--- src/rtl/video_configuration_pkg.sv ---
// Package for the video output configuration block: register map, field layout, encodings.
// Assumes an AXI4-Lite master with 32-bit data on the system clock.
package video_configuration_pkg;
  // ==========================================================================
  // Register map
  localparam logic [3:0] VOC_ADDR_CONFIG = 4'h0;
  localparam logic [3:0] VOC_ADDR_STATUS = 4'h4;
  localparam logic [31:0] VOC_CONFIG_RESET = 32'h0000_0000;
  // ==========================================================================
  // Field positions
  localparam int VOC_MODE_HI = 30;
  localparam int VOC_MODE_LO = 29;
  localparam int VOC_DEPTH_BIT = 28;
  localparam int VOC_BCAST_BIT = 27;
  localparam int VOC_BASE_BIT = 26;
  localparam int VOC_AUDIO_HI = 25;
  localparam int VOC_AUDIO_LO = 23;
  localparam int VOC_GROUP_HI = 11;
  localparam int VOC_GROUP_LO = 9;
  localparam int VOC_MASK_HI = 7;
  localparam int VOC_MASK_LO = 0;
  // Writable bits; the gaps at 31, 22:12 and 8 read as zero.
  localparam logic [31:0] VOC_WRITE_MASK = 32'h7f80_0eff;
  localparam logic [1:0] VOC_RESP_OKAY = 2'h0;
  localparam logic [1:0] VOC_RESP_SLVERR = 2'h2;
  localparam logic [2:0] VOC_GROUP_LAST = 3'h3;
  localparam int VOC_GROUPS = 4;
  localparam int VOC_PINS = 32;
  localparam int VOC_CORES = 8;
  // ==========================================================================
  // Output modes
  typedef enum logic [1:0] {
    VOC_MODE_OFF = 2'h0,
    VOC_MODE_VGA = 2'h1,
    VOC_MODE_COMP1 = 2'h2,
    VOC_MODE_COMP2 = 2'h3
  } video_configuration_mode_e;
endpackage : video_configuration_pkg

--- src/rtl/video_configuration_top.sv ---
// Video output configuration register of one core and its pin routing decode.
// Assumes the generator supplies the VGA byte and the broadcast and baseband nibbles on CLK_SYS.
// Notes on behaviour
// Each core instantiates its own copy; nothing is shared between cores.
// Reading the configuration register returns its stored contents.
// Color depth bit 28, broadcast color bit 27, baseband color bit 26.
// Mode 00 disables video; no pin is driven.
// Mode 01 drives 8-bit parallel VGA on all eight mask positions.
// Mode 10: broadcast on positions 7:4, baseband on 3:0.
// Mode 11: baseband on positions 7:4, broadcast on 3:0.
// Depth 0: 32 one-bit pixels per long (PIXELS_PER_LONG reports 31); depth 1: 16 two-bit pixels.
// Each color enable adds chroma to its signal when set.
// Three-bit audio select picks one core's PLL A as aural carrier.
// Group g routes to pins 8g+7..8g; groups 4-7 drive nothing; mask gates.
// Reset clears the register, leaving video disabled.
module video_configuration_top
  import video_configuration_pkg::*;
(
  input wire logic CLK_SYS,
  input wire logic RESET,
  input wire logic [31:0] S_AXI_AWADDR,
  input wire logic S_AXI_AWVALID,
  output logic S_AXI_AWREADY,
  input wire logic [31:0] S_AXI_WDATA,
  input wire logic [3:0] S_AXI_WSTRB,
  input wire logic S_AXI_WVALID,
  output logic S_AXI_WREADY,
  output logic [1:0] S_AXI_BRESP,
  output logic S_AXI_BVALID,
  input wire logic S_AXI_BREADY,
  input wire logic [31:0] S_AXI_ARADDR,
  input wire logic S_AXI_ARVALID,
  output logic S_AXI_ARREADY,
  output logic [31:0] S_AXI_RDATA,
  output logic [1:0] S_AXI_RRESP,
  output logic S_AXI_RVALID,
  input wire logic S_AXI_RREADY,
  input wire logic [7:0] VGA_DATA,
  input wire logic [3:0] BROADCAST_DATA,
  input wire logic [3:0] BASEBAND_DATA,
  input wire logic [VOC_CORES-1:0] CORE_PLL_A,
  output logic COLOR_DEPTH_SEL,
  output logic [4:0] PIXELS_PER_LONG,
  output logic BROADCAST_COLOR_EN,
  output logic BASEBAND_COLOR_EN,
  output logic AURAL_CARRIER,
  output logic VIDEO_ACTIVE,
  output logic [VOC_PINS-1:0] VIDEO_OUT,
  output logic [VOC_PINS-1:0] VIDEO_OE
);
  // ==========================================================================
  // Bus slave
  logic [31:0] video_configuration;
  logic aw_held, w_held;
  logic [3:0] aw_addr;
  logic [31:0] w_data;
  logic [3:0] w_strb;
  logic [31:0] next_config;
  logic [31:0] status_word;

  assign S_AXI_AWREADY = !aw_held && !S_AXI_BVALID;
  assign S_AXI_WREADY = !w_held && !S_AXI_BVALID;
  assign S_AXI_ARREADY = !S_AXI_RVALID;

  always_ff @(posedge CLK_SYS or posedge RESET) begin
    if (RESET) begin
      aw_held <= 1'b0;
      w_held <= 1'b0;
      aw_addr <= 4'h0;
      w_data <= 32'h0000_0000;
      w_strb <= 4'h0;
    end else if (aw_held && w_held) begin
      aw_held <= 1'b0;
      w_held <= 1'b0;
    end else begin
      if (S_AXI_AWVALID && S_AXI_AWREADY) begin
        aw_held <= 1'b1;
        aw_addr <= S_AXI_AWADDR[3:0];
      end
      if (S_AXI_WVALID && S_AXI_WREADY) begin
        w_held <= 1'b1;
        w_data <= S_AXI_WDATA;
        w_strb <= S_AXI_WSTRB;
      end
    end
  end

  always_comb begin
    next_config = video_configuration;
    for (int b = 0; b < 4; b++) begin
      if (w_strb[b]) begin
        next_config[b*8 +: 8] = w_data[b*8 +: 8];
      end
    end
    next_config = next_config & VOC_WRITE_MASK;
  end

  // Only the configuration word is writable; the status word answers writes with SLVERR.
  always_ff @(posedge CLK_SYS or posedge RESET) begin
    if (RESET) begin
      video_configuration <= VOC_CONFIG_RESET;
    end else if (aw_held && w_held && aw_addr == VOC_ADDR_CONFIG) begin
      video_configuration <= next_config;
    end
  end

  always_ff @(posedge CLK_SYS or posedge RESET) begin
    if (RESET) begin
      S_AXI_BVALID <= 1'b0;
      S_AXI_BRESP <= VOC_RESP_OKAY;
    end else if (aw_held && w_held) begin
      S_AXI_BVALID <= 1'b1;
      S_AXI_BRESP <= (aw_addr == VOC_ADDR_CONFIG) ? VOC_RESP_OKAY : VOC_RESP_SLVERR;
    end else if (S_AXI_BREADY) begin
      S_AXI_BVALID <= 1'b0;
    end
  end

  always_ff @(posedge CLK_SYS or posedge RESET) begin
    if (RESET) begin
      S_AXI_RVALID <= 1'b0;
      S_AXI_RDATA <= 32'h0000_0000;
      S_AXI_RRESP <= VOC_RESP_OKAY;
    end else if (S_AXI_ARVALID && S_AXI_ARREADY) begin
      S_AXI_RVALID <= 1'b1;
      S_AXI_RRESP <= VOC_RESP_OKAY;
      unique case (S_AXI_ARADDR[3:0])
        VOC_ADDR_CONFIG: S_AXI_RDATA <= video_configuration;
        VOC_ADDR_STATUS: S_AXI_RDATA <= status_word;
        default: begin
          S_AXI_RDATA <= 32'h0000_0000;
          S_AXI_RRESP <= VOC_RESP_SLVERR;
        end
      endcase
    end else if (S_AXI_RREADY) begin
      S_AXI_RVALID <= 1'b0;
    end
  end

  // ==========================================================================
  // Field decode
  video_configuration_mode_e mode;
  logic [2:0] group_sel;
  logic [7:0] pin_mask;
  logic [2:0] audio_src;
  logic group_ok;
  logic [7:0] lane_data;

  assign mode = video_configuration_mode_e'(video_configuration[VOC_MODE_HI:VOC_MODE_LO]);
  assign group_sel = video_configuration[VOC_GROUP_HI:VOC_GROUP_LO];
  assign pin_mask = video_configuration[VOC_MASK_HI:VOC_MASK_LO];
  assign audio_src = video_configuration[VOC_AUDIO_HI:VOC_AUDIO_LO];
  assign group_ok = group_sel <= VOC_GROUP_LAST;
  assign status_word = {30'h0, group_ok, VIDEO_ACTIVE};

  always_comb begin
    lane_data = 8'h00;
    unique case (mode)
      VOC_MODE_OFF: lane_data = 8'h00;
      VOC_MODE_VGA: lane_data = VGA_DATA;
      VOC_MODE_COMP1: lane_data = {BROADCAST_DATA, BASEBAND_DATA};
      VOC_MODE_COMP2: lane_data = {BASEBAND_DATA, BROADCAST_DATA};
    endcase
  end

  // The carrier input is a free-running clock from another core, so it is synchronised.
  logic aural_meta, aural_sync;
  always_ff @(posedge CLK_SYS or posedge RESET) begin
    if (RESET) begin
      aural_meta <= 1'b0;
      aural_sync <= 1'b0;
    end else begin
      aural_meta <= CORE_PLL_A[audio_src];
      aural_sync <= aural_meta;
    end
  end

  always_ff @(posedge CLK_SYS or posedge RESET) begin
    if (RESET) begin
      COLOR_DEPTH_SEL <= 1'b0;
      PIXELS_PER_LONG <= 5'h0;
      BROADCAST_COLOR_EN <= 1'b0;
      BASEBAND_COLOR_EN <= 1'b0;
      AURAL_CARRIER <= 1'b0;
      VIDEO_ACTIVE <= 1'b0;
    end else begin
      COLOR_DEPTH_SEL <= video_configuration[VOC_DEPTH_BIT];
      PIXELS_PER_LONG <= video_configuration[VOC_DEPTH_BIT] ? 5'h10 : 5'h1f;
      BROADCAST_COLOR_EN <= video_configuration[VOC_BCAST_BIT];
      BASEBAND_COLOR_EN <= video_configuration[VOC_BASE_BIT];
      AURAL_CARRIER <= aural_sync;
      VIDEO_ACTIVE <= (mode != VOC_MODE_OFF);
    end
  end

  // ==========================================================================
  // Pin routing, one generate entry per pin group
  for (genvar g = 0; g < VOC_GROUPS; g++) begin : gen_group
    always_ff @(posedge CLK_SYS or posedge RESET) begin
      if (RESET) begin
        VIDEO_OUT[g*8 +: 8] <= 8'h00;
        VIDEO_OE[g*8 +: 8] <= 8'h00;
      end else if (mode != VOC_MODE_OFF && group_sel == 3'(g)) begin
        VIDEO_OUT[g*8 +: 8] <= lane_data & pin_mask;
        VIDEO_OE[g*8 +: 8] <= pin_mask;
      end else begin
        VIDEO_OUT[g*8 +: 8] <= 8'h00;
        VIDEO_OE[g*8 +: 8] <= 8'h00;
      end
    end
  end
  // One instance per core gives each core its own independent register.
endmodule : video_configuration_top

--- config.mk ---
export PLATFORM = sky130hd
export DESIGN_NAME = video_configuration_top
export DESIGN_NICKNAME = d
export VERILOG_FILES = /design/src/rtl/video_configuration_pkg.sv /design/src/rtl/video_configuration_top.sv
export SDC_FILE = /design/constraint.sdc
export NUM_CORES = 1
export LEC_CHECK = 0
export ABC_AREA = 1
export BUFFER_PORTS_ARGS = -buffer_cell sky130_fd_sc_hd__buf_2
export CORE_MARGIN = 2
export CORE_UTILIZATION = 41
export CTS_CLUSTER_DIAMETER = 40
export DETAILED_ROUTE_END_ITERATION = 6
export GPL_TIMING_DRIVEN = 1
export PLACE_DENSITY = 0.85
export SYNTH_ARGS = -nofsm -noshare
export SYNTH_HDL_FRONTEND = slang
export SYNTH_SLANG_ARGS = --single-unit
--- constraint.sdc ---
create_clock -name CLK_SYS -period 4.1 [get_ports CLK_SYS]
set_clock_uncertainty 0.15 [all_clocks]
set_input_delay 0.41 -clock CLK_SYS [delete_from_list [all_inputs] [get_ports CLK_SYS]]
set_output_delay 0.41 -clock CLK_SYS [all_outputs]
set_load 0.01 [all_outputs]
# Word-level counts from Yosys, hierarchy flattened
# Cells that the tools add are included.
[word_totals] reg_bits=174 latch_bits=0 ramBits=0 rom_bits=0 output_inout_bits=115 word_cells=95 n_memories=0
[classes] addsub=0 mul=0 div=0 magnitude_cmp=2 eq_ne=7 shifts=0 n_mux=23 n_bitwise=2 reduce_logical=31
[op_table] operator="8-bit two-way mux" n=8
[op_table] operator="31-bit case mux with 2 select lines" n=1
[op_table] operator="8-bit case mux with 4 select lines" n=1
[op_table] operator="2-bit AND reduction" n=6
[op_table] operator="1-bit logical AND" n=11
[op_table] operator="2-bit nonzero test" n=5
[op_table] operator="1-bit two-way mux" n=9
[op_table] operator="8-bit bitwise AND" n=1
[op_table] operator="4-bit logical NOT" n=2
[op_table] operator="3-bit by 2-bit equality test with 1-bit output (second input constant)" n=2
[op_table] operator="2-bit equality test (second input constant)" n=2
[op_table] operator="4-bit by 3-bit equality test with 1-bit output (second input constant)" n=1
[op_table] operator="1-bit logical NOT" n=4
[op_table] operator="3-bit by 4-bit < comparator with 1-bit output (second input constant)" n=1
[op_table] operator="2-bit two-way mux" n=2
[op_table] operator="4-bit two-way mux" n=1
[op_table] operator="1-bit binary-select mux with 3-bit select" n=1
[op_table] operator="3-bit by 1-bit equality test with 1-bit output (second input constant)" n=1
[op_table] operator="3-bit by 2-bit less-or-equal comparator with 1-bit output (second input constant)" n=1
[op_table] operator="3-bit logical NOT" n=1
[op_table] operator="2-bit by 1-bit equality test with 1-bit output (second input constant)" n=1
[op_table] operator="2-bit logical NOT" n=1
[op_table] operator="2-bit OR reduction" n=1
[op_table] operator="1-bit inverter" n=1

# Logic depth before layout (Yosys ltp)
# Gate-level depths: netlist (run 1).
[logic_depth] ltp_word=5 depth_mapped=6 ltp_nobuf=6

# Worst setup path after synthesis (run 1)
# No wires, ideal clock.
[synth_path] kind="register -> output" start="reg w_held" end="out S_AXI_WREADY" arrival_ns=0.797 slack_ns=2.743 stages_incl_launch_ff=3 n_path_buf=1 cell_sequence="dfrtp_1 -> nor2_4 -> buf_2"
[synth_via] elab_chain_len=2
[synth_rtl] element="from (decl)" line_no="video_configuration_top.sv:54" text="logic aw_held, w_held;"
[synth_rtl] element="from (signal assigned)" line_no="video_configuration_top.sv:68" text="w_held <= 1'b0;"
[synth_rtl] element="from (signal assigned)" line_no="video_configuration_top.sv:74" text="w_held <= 1'b0;"
[synth_rtl] element="from (signal assigned)" line_no="video_configuration_top.sv:81" text="w_held <= 1'b1;"
[synth_rtl] element="1-bit logical NOT" line_no="video_configuration_top.sv:62" text="assign S_AXI_WREADY = !w_held && !S_AXI_BVALID;"
[synth_rtl] element="1-bit logical AND" line_no="video_configuration_top.sv:62"
[synth_rtl] element="to (decl)" line_no="video_configuration_top.sv:27" text="output logic S_AXI_WREADY,"
# No other way between the ends.

# Worst setup path in the final report (run 1)
[layout_path] start="reg S_AXI_RVALID" end="reg S_AXI_RDATA[27]"
[layout_via] elab_chain_len=2
[layout_rtl] element="from (decl)" line_no="video_configuration_top.sv:36" text="output logic S_AXI_RVALID,"
[layout_rtl] element="from (signal assigned)" line_no="video_configuration_top.sv:121" text="S_AXI_RVALID <= 1'b0;"
[layout_rtl] element="from (signal assigned)" line_no="video_configuration_top.sv:125" text="S_AXI_RVALID <= 1'b1;"
[layout_rtl] element="from (signal assigned)" line_no="video_configuration_top.sv:136" text="S_AXI_RVALID <= 1'b0;"
[layout_rtl] element="1-bit logical NOT" line_no="video_configuration_top.sv:63" text="assign S_AXI_ARREADY = !S_AXI_RVALID;"
[layout_rtl] element="1-bit logical AND" line_no="video_configuration_top.sv:124" text="end else if (S_AXI_ARVALID && S_AXI_ARREADY) begin"
[layout_rtl] element="to (signal assigned)" line_no="video_configuration_top.sv:128" text="VOC_ADDR_CONFIG: S_AXI_RDATA <= video_configuration;"
[layout_rtl] element="to (signal assigned)" line_no="video_configuration_top.sv:129" text="VOC_ADDR_STATUS: S_AXI_RDATA <= status_word;"
[layout_rtl] element="to (decl)" line_no="video_configuration_top.sv:34" text="output logic [31:0] S_AXI_RDATA,"
# No other way between the ends.
# A chain may end at the register's enable or synchronous reset.

==> metrics, run 1 <==
Yosys warnings=0; min Tclk post-route=2.16 ns; met2 usage=0.333; arrival time worst endpoint=2.34 ns; # setup viols final=0; met1 Usage GRT=0.247; pre-CTS WS=1.90 ns; Worst Path Max Fanout=22; RSZ-0062 raised after global routing=no; CTS Buf Count=17; worst flop-to-flop path endpoint=S_AXI_RDATA[27]; Critical Path Sink=S_AXI_RDATA[27]; smallest setup slack after layout=1.94 ns; total number of vias=4411; aggregate global routing overflow=0; Post-CTS Repair Setup Buffers=0; Synth-to-Final Area Change=26.1%; type of origin of the critical path=flip-flop; crit end category=flip-flop; core area=13300 sq um; P per Cell Area=626 nW/um^2; die area=14700 sq um; flop2flop setup slack=1.94 ns; Syn Inst Count=574; DRT Wirelength=13.9 mm; Finished Layout Cells=918; WHS=0.0331 ns; ANT cells=0; die height=121 um; global routing usage on met3=0.0536; clk_lat worst skew=0.42 ns; clock transition at the registers of the reported paths=0.06 ns; Die Width=121 um; largest net degree at the start of global routing=81; Crit Reg-Reg Startpoint=S_AXI_RVALID; Max-Slew Margin vs Limit=0.366; Hold Crit Class=input port to flip-flop; distinct cell type count after synthesis=22; Clock Path Buffers=2; Nets=860; Buffers on Ports=161; Final GP Congestion=0.791; initial DRC count=285; Crit Path Class=flip-flop to flip-flop; clk root buf=clkbuf_16; worst-margin pin slew=0.949 ns; H-tree levels=4; clk sink count=144; commonest cells after routing, fill and taps aside=buf_2, nand2_1, dfrtp_1; final cycle utilization of the critical path=0.526; layout cell share with drive strength beyond 1=0.282; initial antenna violation count=0; commonest non-fill, non-tap cell in the layout=buf_2; drt pass-1 iters=6; Avg Cell Area, Syn=9.81 sq um; crit path from=S_AXI_RVALID; post-route setup TNS=0 ns; max capacitance violation total=0; R2R depth=5; placed instance count=885; Antenna Nets Post-Route=0; status=complete, no violations; DR WL/cell=15.2 um; CTS tree=built; DRC=0; total track usage=0.198; Critical Path RT=4.28 ns; # rows=42; Vias/cell=4.81; hpwl dp=9.56 mm; flops & latches, synth=144; vias in the first global route=4280; Initial Util=0.422; GRT Max-Usage Layer=met2; I/O pin cnt=246; Lkg Pwr=0.00381 uW; final slew viol count=0; VDD IR max=404 uV; Achievable Freq=464 MHz; Synth Cell Area=5630 sq um; global-route wire length before repair=21.8 mm; Final Hold Viols=0; sequential fraction of the synthesis area=0.640
-- worst max-delay path, stage by stage (launching register included) --
cell	delay [ns]
dfrtp_1	0.37
inv_1	0.08
nand2_1	0.46
inv_1	0.71
nand2_1	0.12
o21ai_0	0.18
-- sequential cells by signal, indices dropped and copies added, names as in the netlist, 2 cells and up --
name	cells
aw_addr	4
VIDEO_OE	32
video_configuration	19
PIXELS_PER_LONG	2
w_strb	4
VIDEO_OUT	32
S_AXI_RDATA	19
w_data	19
-- worst min path at each step --
stage / endpoint / depth (start not counted) / startpoint / slack [ns]
2_1_floorplan: AURAL_CARRIER / 0 / aural_sync / 0.18
3_5_place_dp: AURAL_CARRIER / 0 / aural_sync / 0.19
3_3_place_gp: aural_sync / 0 / aural_meta / 0.19
5_1_grt: S_AXI_RVALID / 2 / S_AXI_RREADY / 0.04
4_1_cts: S_AXI_BVALID / 2 / S_AXI_BREADY / 0.02
6_report: S_AXI_BVALID / 2 / S_AXI_BREADY / 0.03
-- power breakdown --
group	switching [uW]	total (uW)	internal [uW]
Combinational	609	869	260
Sequential	276	1950	1680
Clock	581	1620	1040
Total	1470	4440	2980
-- metrics by stage --
step / util / area (sq um) / total power (uW)
3_3_place_gp: 0.484 / 6460 / 2810
5_1_grt: 0.532 / 7100 / 4690
6_report: 0.532 / 7100 / 4440
3_5_place_dp: 0.484 / 6460 / 2850
2_1_floorplan: - / 5690 / 2560
4_1_cts: 0.532 / 7100 / 4490
-- synthesized netlist by cell type --
library cell  number  area share
dfrtp_1          144        0.64
buf_2              7      0.0062
nor2_4             2      0.0040
nand2_8            1      0.0036
nand2_2            1      0.0011
inv_4              1      0.0011
buf_6              5       0.010
buf_4             21       0.028
nand3_2            2      0.0036
buf_1              1     0.00067
nor2_1            71       0.047
inv_2              1     0.00067
a21oi_1            5      0.0044
inv_1             31       0.021
clkbuf_1           9      0.0060
o21ai_0           20       0.018
nand4_4            4       0.015
nand3_1           67       0.060
nand2_1          158        0.11
nand4_1           19       0.021
nor2_2             2      0.0022
conb_1             2      0.0013
-- area by class of cell --
type / instances / area, sq um
clock buffer: 20 / 447
clock inverter: 12 / 181
fill: 1217 / 6250
inverter: 33 / 130
multi-input combinational: 368 / 1670
sequential: 144 / 3600
tap: 176 / 220
timing repair buffer: 165 / 851
-- routing by layer --
| metal | vias up | routed length (um) |
|---|---|---|
| li1 | 2118 | - |
| met1 | 2100 | 5910 |
| met2 | 170 | 6930 |
| met3 | 23 | 835 |
| met4 | 0 | 261 |
| met5 | - | 0 |
-- cell families after synthesis --
group           synth area share
buf+inv                   0.0733
simple gates               0.263
compound gates            0.0222
other cells              0.00133
flops                      0.640
-- repair_timing --
item / in CTS / in global routing
hold buffers: 1 / 0
resized for setup: 0 / 0
endpoints found under the hold margin: 22 / 0
Power figures use the tool's default switching activity.
==> run 2: changes to the inputs <==
Settings changed: ABC_AREA 1 to 0, PLACE_DENSITY 0.85 to 0.83.
Clock period 4.1 ns to 2.1 ns, I/O delays scaled along.
==> run 2 against run 1 <==
Against the previous run: global-route usage fell by 1.0 points; design area grew 3.9%; critical path depth is the same; highest routed layer unchanged.
==> metrics, run 2 <==
commonest non-fill, non-tap cell in the layout=buf_2; final slew viol count=0; clk_lat worst skew=0.41 ns; Hold Crit Class=input port to flip-flop; Worst path slowest cell=dlygate4sd3_1; Regs by FF count=VIDEO_OE: 32 flops, VIDEO_OUT: 32 flops; core area=12800 sq um; Crit Path Class=input port to flip-flop; crit end category=flip-flop; Async SR Flop Fraction=1.00; Initial Util=0.424; Most common cell on crit path=dlygate4sd3_1; Avg Cell Area, Syn=14.1 sq um; prevailing post-synth register cell=dfrtp_1; VDD IR max=643 uV; pre-CTS WS=0.283 ns; synth cell count leaders=dfrtp_1, nor2_1, mux2_1; R2R depth=3; Synth Cell Area=5410 sq um; Max-Slew Margin vs Limit=0.561; flop2flop setup slack=0.28 ns; sequential fraction of the synthesis area=0.666; Achievable Freq=522 MHz; clock transition at the registers of the reported paths=0.06 ns; clk root buf=clkbuf_16; Post-CTS Repair Setup Buffers=0; DRC=0; hpwl dp=9.00 mm; die height=119 um; # rows=41; hold path depth=3; CP cell instances=dlygate4sd3_1 -> buf_2 -> or3_4 -> dlygate4sd3_1 -> o31ai_1; total number of vias=3649; type of origin of the critical path=input port; largest net degree at the start of global routing=50; max capacitance violation total=0; clk sink count=144; dominant cell by count in the synthesized netlist=dfrtp_1; die area=14100 sq um; aggregate global routing overflow=0; drt pass-1 iters=4; global-route wire length before repair=20.1 mm; commonest cells after routing, fill and taps aside=buf_2, dfrtp_1, nor2_1; EDFF count, synth=0; initial DRC count=167; final cycle utilization of the critical path=0.912; Critical Path RT=2.27 ns; # setup viols final=0; HP Start=S_AXI_ARADDR[1]; Synth-to-Final Area Change=36.3%; smallest setup slack after layout=0.185 ns; Yosys warnings=0; proportion of netlist area held by the largest area contributor=0.666; Post-DP Area=6400 sq um; Vias/cell=4.72; Worst Path Max Fanout=3; Final Hold Viols=0; Buffers on Ports=161; worst-margin pin slew=0.657 ns; Antenna Nets Post-Route=0; WHS Endpoint=S_AXI_RRESP[1]; total track usage=0.188; P per Cell Area=1220 nW/um^2; Syn Inst Count=383; CTS Hold Buffers Added=32; I/O pin cnt=246; cts repair resizes=0; Crit Reg-Reg Startpoint=aw_addr[1]; initial antenna violation count=0; vias in the first global route=3999; Lkg Pwr=0.00389 uW; CTS tree=built; Die Width=119 um; CTS Buf Count=17; min Tclk post-route=1.91 ns; crit-path max cell delay=0.60 ns; DR WL/cell=16.3 um; worst flop-to-flop path endpoint=video_configuration[28]; delay-heaviest family, CP=buffers and inverters; flops & latches, synth=144; largest area contributor in the netlist=dfrtp_1; Nets=719; WHS=0.0300 ns; WP buf/inv=3; largest cells by area after synthesis=dfrtp_1, mux2_1, a22o_1; post-route cell area=7380 sq um; RSZ-0062 raised after global routing=no; Final GP Congestion=0.764; arrival time worst endpoint=2.08 ns; ANT cells=0; DRT Wirelength=12.6 mm; status=complete, no violations; distinct cell type count after synthesis=35; layout cell share with drive strength beyond 1=0.386; share of the core filled with cells=0.578; Clock Path Buffers=2; CP Depth=5; H-tree levels=4
==> run 2: area by class of cell <==
type	instances	area, sq um
Clock buffer	19	453
Clock inverter	13	209
Fill cell	1058	5400
Inverter	10	41.3
Multi-Input combinational cell	210	1600
Sequential cell	144	3600
Tap cell	172	215
Timing Repair Buffer	205	1250
==> run 2: routing by layer <==
| metal | share of wire | routed length, um | GRT usage |
|---|---|---|---|
| met1 | 0.41 | 5120 | 0.217 |
| met2 | 0.52 | 6560 | 0.321 |
| met3 | 0.054 | 679 | 0.0584 |
| met4 | 0.022 | 274 | 0.0818 |
| met5 | 0 | 0 | 0 |
==> run 2: worst register-to-register path: cells and delay by family (launching register included) <==
| kind | cells | cell delay [ns] |
|---|---|---|
| mux | 1 | 0.33 |
| simple gates | 2 | 0.84 |
| flops | 1 | 0.39 |
==> run 2: worst max-delay path by stage <==
stage                         endpoint            start  slack, ns
6_report                S_AXI_RDATA[1]  S_AXI_ARADDR[0]       0.19
5_1_grt                 S_AXI_RDATA[0]  S_AXI_ARADDR[0]       0.12
4_1_cts                 S_AXI_RDATA[1]  S_AXI_ARADDR[0]       0.19
3_5_place_dp   video_configuration[28]       aw_addr[1]       0.28
3_3_place_gp   video_configuration[28]       aw_addr[1]       0.30
2_1_floorplan            AURAL_CARRIER            RESET      -0.07
==> run 2: power breakdown <==
part           total (uW)  internal [uW]  switching, uW
clock                3320           2170           1140
combinational        1860            889            969
sequential           3860           3380            475
total                9030           6440           2590
==> run 2: cell families after synthesis <==
group                  Yosys count  share of synthesized area
muxes                           60                      0.132
DFF                            144                      0.666
AOI/OAI and AO/OA               34                     0.0501
other                            2                    0.00139
buffers and inverters           43                     0.0481
and+or+nand+nor                100                      0.103
==> run 2: per-stage QoR <==
step,cells,power (uW),TNS (ns)
2_1_floorplan,397,5080,-9.37
3_3_place_gp,709,5620,0
3_5_place_dp,709,5740,0
4_1_cts,773,9110,0
5_1_grt,773,9470,0
6_report,773,9030,0
==> run 3: changes to the inputs <==
Settings changed: CORE_UTILIZATION 41 to 30, PLACE_DENSITY 0.83 to 0.67.
==> run 3 against run 2 <==
Against the previous run: clock power down 11%; clock-buffer cell count is 1 higher; die area is 35% higher; via count about the same; routed wire length rose by 2.6%; sequential power decreased by 1%; global-route usage down 4.7 points; sequential share of layout area is essentially flat; non-clock buffer count is 1 higher; cell count rose by 7.5%; design area hardly changed; largest cell class unchanged; highest routed layer unchanged.
==> metrics, run 3 (synthesis results as in run 2) <==
sw frac=0.300; clock transition at the registers of the reported paths=0.06 ns; WHS=0.0393 ns; crit-path max cell delay=0.60 ns; clk sink count=144; H-tree levels=4; share of the core filled with cells=0.413; die height=138 um; I/O pin cnt=246; Synth-to-Final Area Change=36.2%; Regs by FF count=VIDEO_OE: 32 flops, VIDEO_OUT: 32 flops; commonest cells after routing, fill and taps aside=buf_2, dfrtp_1, nor2_1; Clock Path Buffers=2; vias in the first global route=3914; cts repair resizes=0; DR WL/cell=15.6 um; Vias/cell=4.39; Finished Layout Cells=831; Buffers on Ports=161; crit end category=flip-flop; Critical Path RT=2.26 ns; clk root buf=clkbuf_16; clk_lat worst skew=0.41 ns; Die Width=138 um; core area=17800 sq um; largest net degree at the start of global routing=99; status=complete, no violations; Hold Crit Class=input port to flip-flop; worst-margin pin slew=1.05 ns; total number of vias=3651; Nets=720; Initial Util=0.303; drt pass-1 iters=7; placed instance count=766; Post-DP Area=6450 sq um; NetSw=2610 uW; Clk pwr share=0.340; Antenna Nets Post-Route=0; type of origin of the critical path=input port; Most common cell on crit path=dlygate4sd3_1; Worst Path Max Fanout=3; die area=19100 sq um; layout cell share with drive strength beyond 1=0.384; internal power=6110 uW; Final Hold Viols=0; max capacitance violation total=0; flop2flop setup slack=0.21 ns; sequential share of power=0.436; worst flop-to-flop path endpoint=VIDEO_OE[6]; HP Start=S_AXI_ARADDR[3]; hpwl dp=9.46 mm; total track usage=0.141; R2R depth=3; DRT Wirelength=13.0 mm; Lkg Pwr=0.00386 uW; final cycle utilization of the critical path=0.941; aggregate global routing overflow=0; Max-Slew Margin vs Limit=0.294; crit path from=S_AXI_ARADDR[1]; Critical Path Sink=S_AXI_RDATA[0]; P per Cell Area=1180 nW/um^2; initial DRC count=126; CTS Buf Count=17; # rows=49; Final GP Congestion=0.815; post-route cell area=7380 sq um; CTS tree=built; Crit Path Class=input port to flip-flop; # setup viols final=0; commonest non-fill, non-tap cell in the layout=buf_2; initial antenna violation count=0; VDD IR max=683 uV; Combinational Power Share=0.224; Worst path slowest cell=dlygate4sd3_1; Achievable Freq=506 MHz; CP cell instances=dlygate4sd3_1 -> buf_2 -> or3_4 -> dlygate4sd3_1 -> o31ai_1; ANT cells=0; RSZ-0062 raised after global routing=no; global-route wire length before repair=20.8 mm; final slew viol count=0; Crit Reg-Reg Startpoint=video_configuration[11]; arrival time worst endpoint=2.14 ns; min Tclk post-route=1.98 ns; DRC=0
[run 3: cell count changes in the layout (fill, tap and decap cells not counted), sizes merged]
| cell | before | now |
|---|---|---|
| inv | 10 | 11 |
| clkinv | 1 | 3 |
| dlygate4sd3 | 32 | 33 |
| bufinv | 5 | 2 |
| clkinvlp | 7 | 6 |
| clkbuf | 19 | 20 |
[run 3: stage by stage]
step           setup WS, ns  TNS, ns  power [uW]
2_1_floorplan       -0.0650    -9.37        5080
3_3_place_gp          0.192        0        5710
3_5_place_dp          0.175        0        5800
4_1_cts               0.134        0        8840
5_1_grt              0.0261        0        9200
6_report              0.124        0        8720
[run 3: what timing repair did]
item                      CTS  global route
hold buffers               33             0
hold endpoints to repair  175             0
setup buffers               0             0
[run 3: metal layers]
layer  share of wire  vias to the layer above  GRT usage
li1                -                     1689          -
met3           0.045                       32     0.0336
met2            0.52                      119      0.249
met4           0.032                        0     0.0709
met1            0.40                     1811      0.159
met5               0                        -          0
[run 3: worst min-delay path by stage]
stage | to | depth (start not counted) | slack [ns]
finish | S_AXI_RRESP[1] | 3 | 0.04
global route | S_AXI_RRESP[1] | 3 | 0.04
CTS | S_AXI_RRESP[1] | 3 | 0.02
detailed placement | aural_sync | 0 | 0.19
global placement | aural_sync | 0 | 0.18
floorplan | S_AXI_BVALID | 1 | 0.16
[run 3: power by group through the flow]
stage	Sequential (uW)	Clock (uW)	Combinational (uW)
floorplan	3790	0	1290
global placement	3830	0	1890
detailed placement	3860	0	1940
CTS	3810	3030	2000
global route	3900	3170	2140
finish	3810	2960	1950
[run 3: critical path: cells and delay by family]
kind	cells	cell delay, ns
buffers and inverters	3	1.26
AOI/OAI and AO/OA	1	0.26
and+or+nand+nor	1	0.41
[run 3: final cells by class]
type	count	area, sq um
Multi-Input combinational cell	210	1600
Clock inverter	12	134
Inverter	10	41.3
Fill cell	1665	10500
Timing Repair Buffer	206	1250
Clock buffer	20	457
Tap cell	229	287
Sequential cell	144	3600
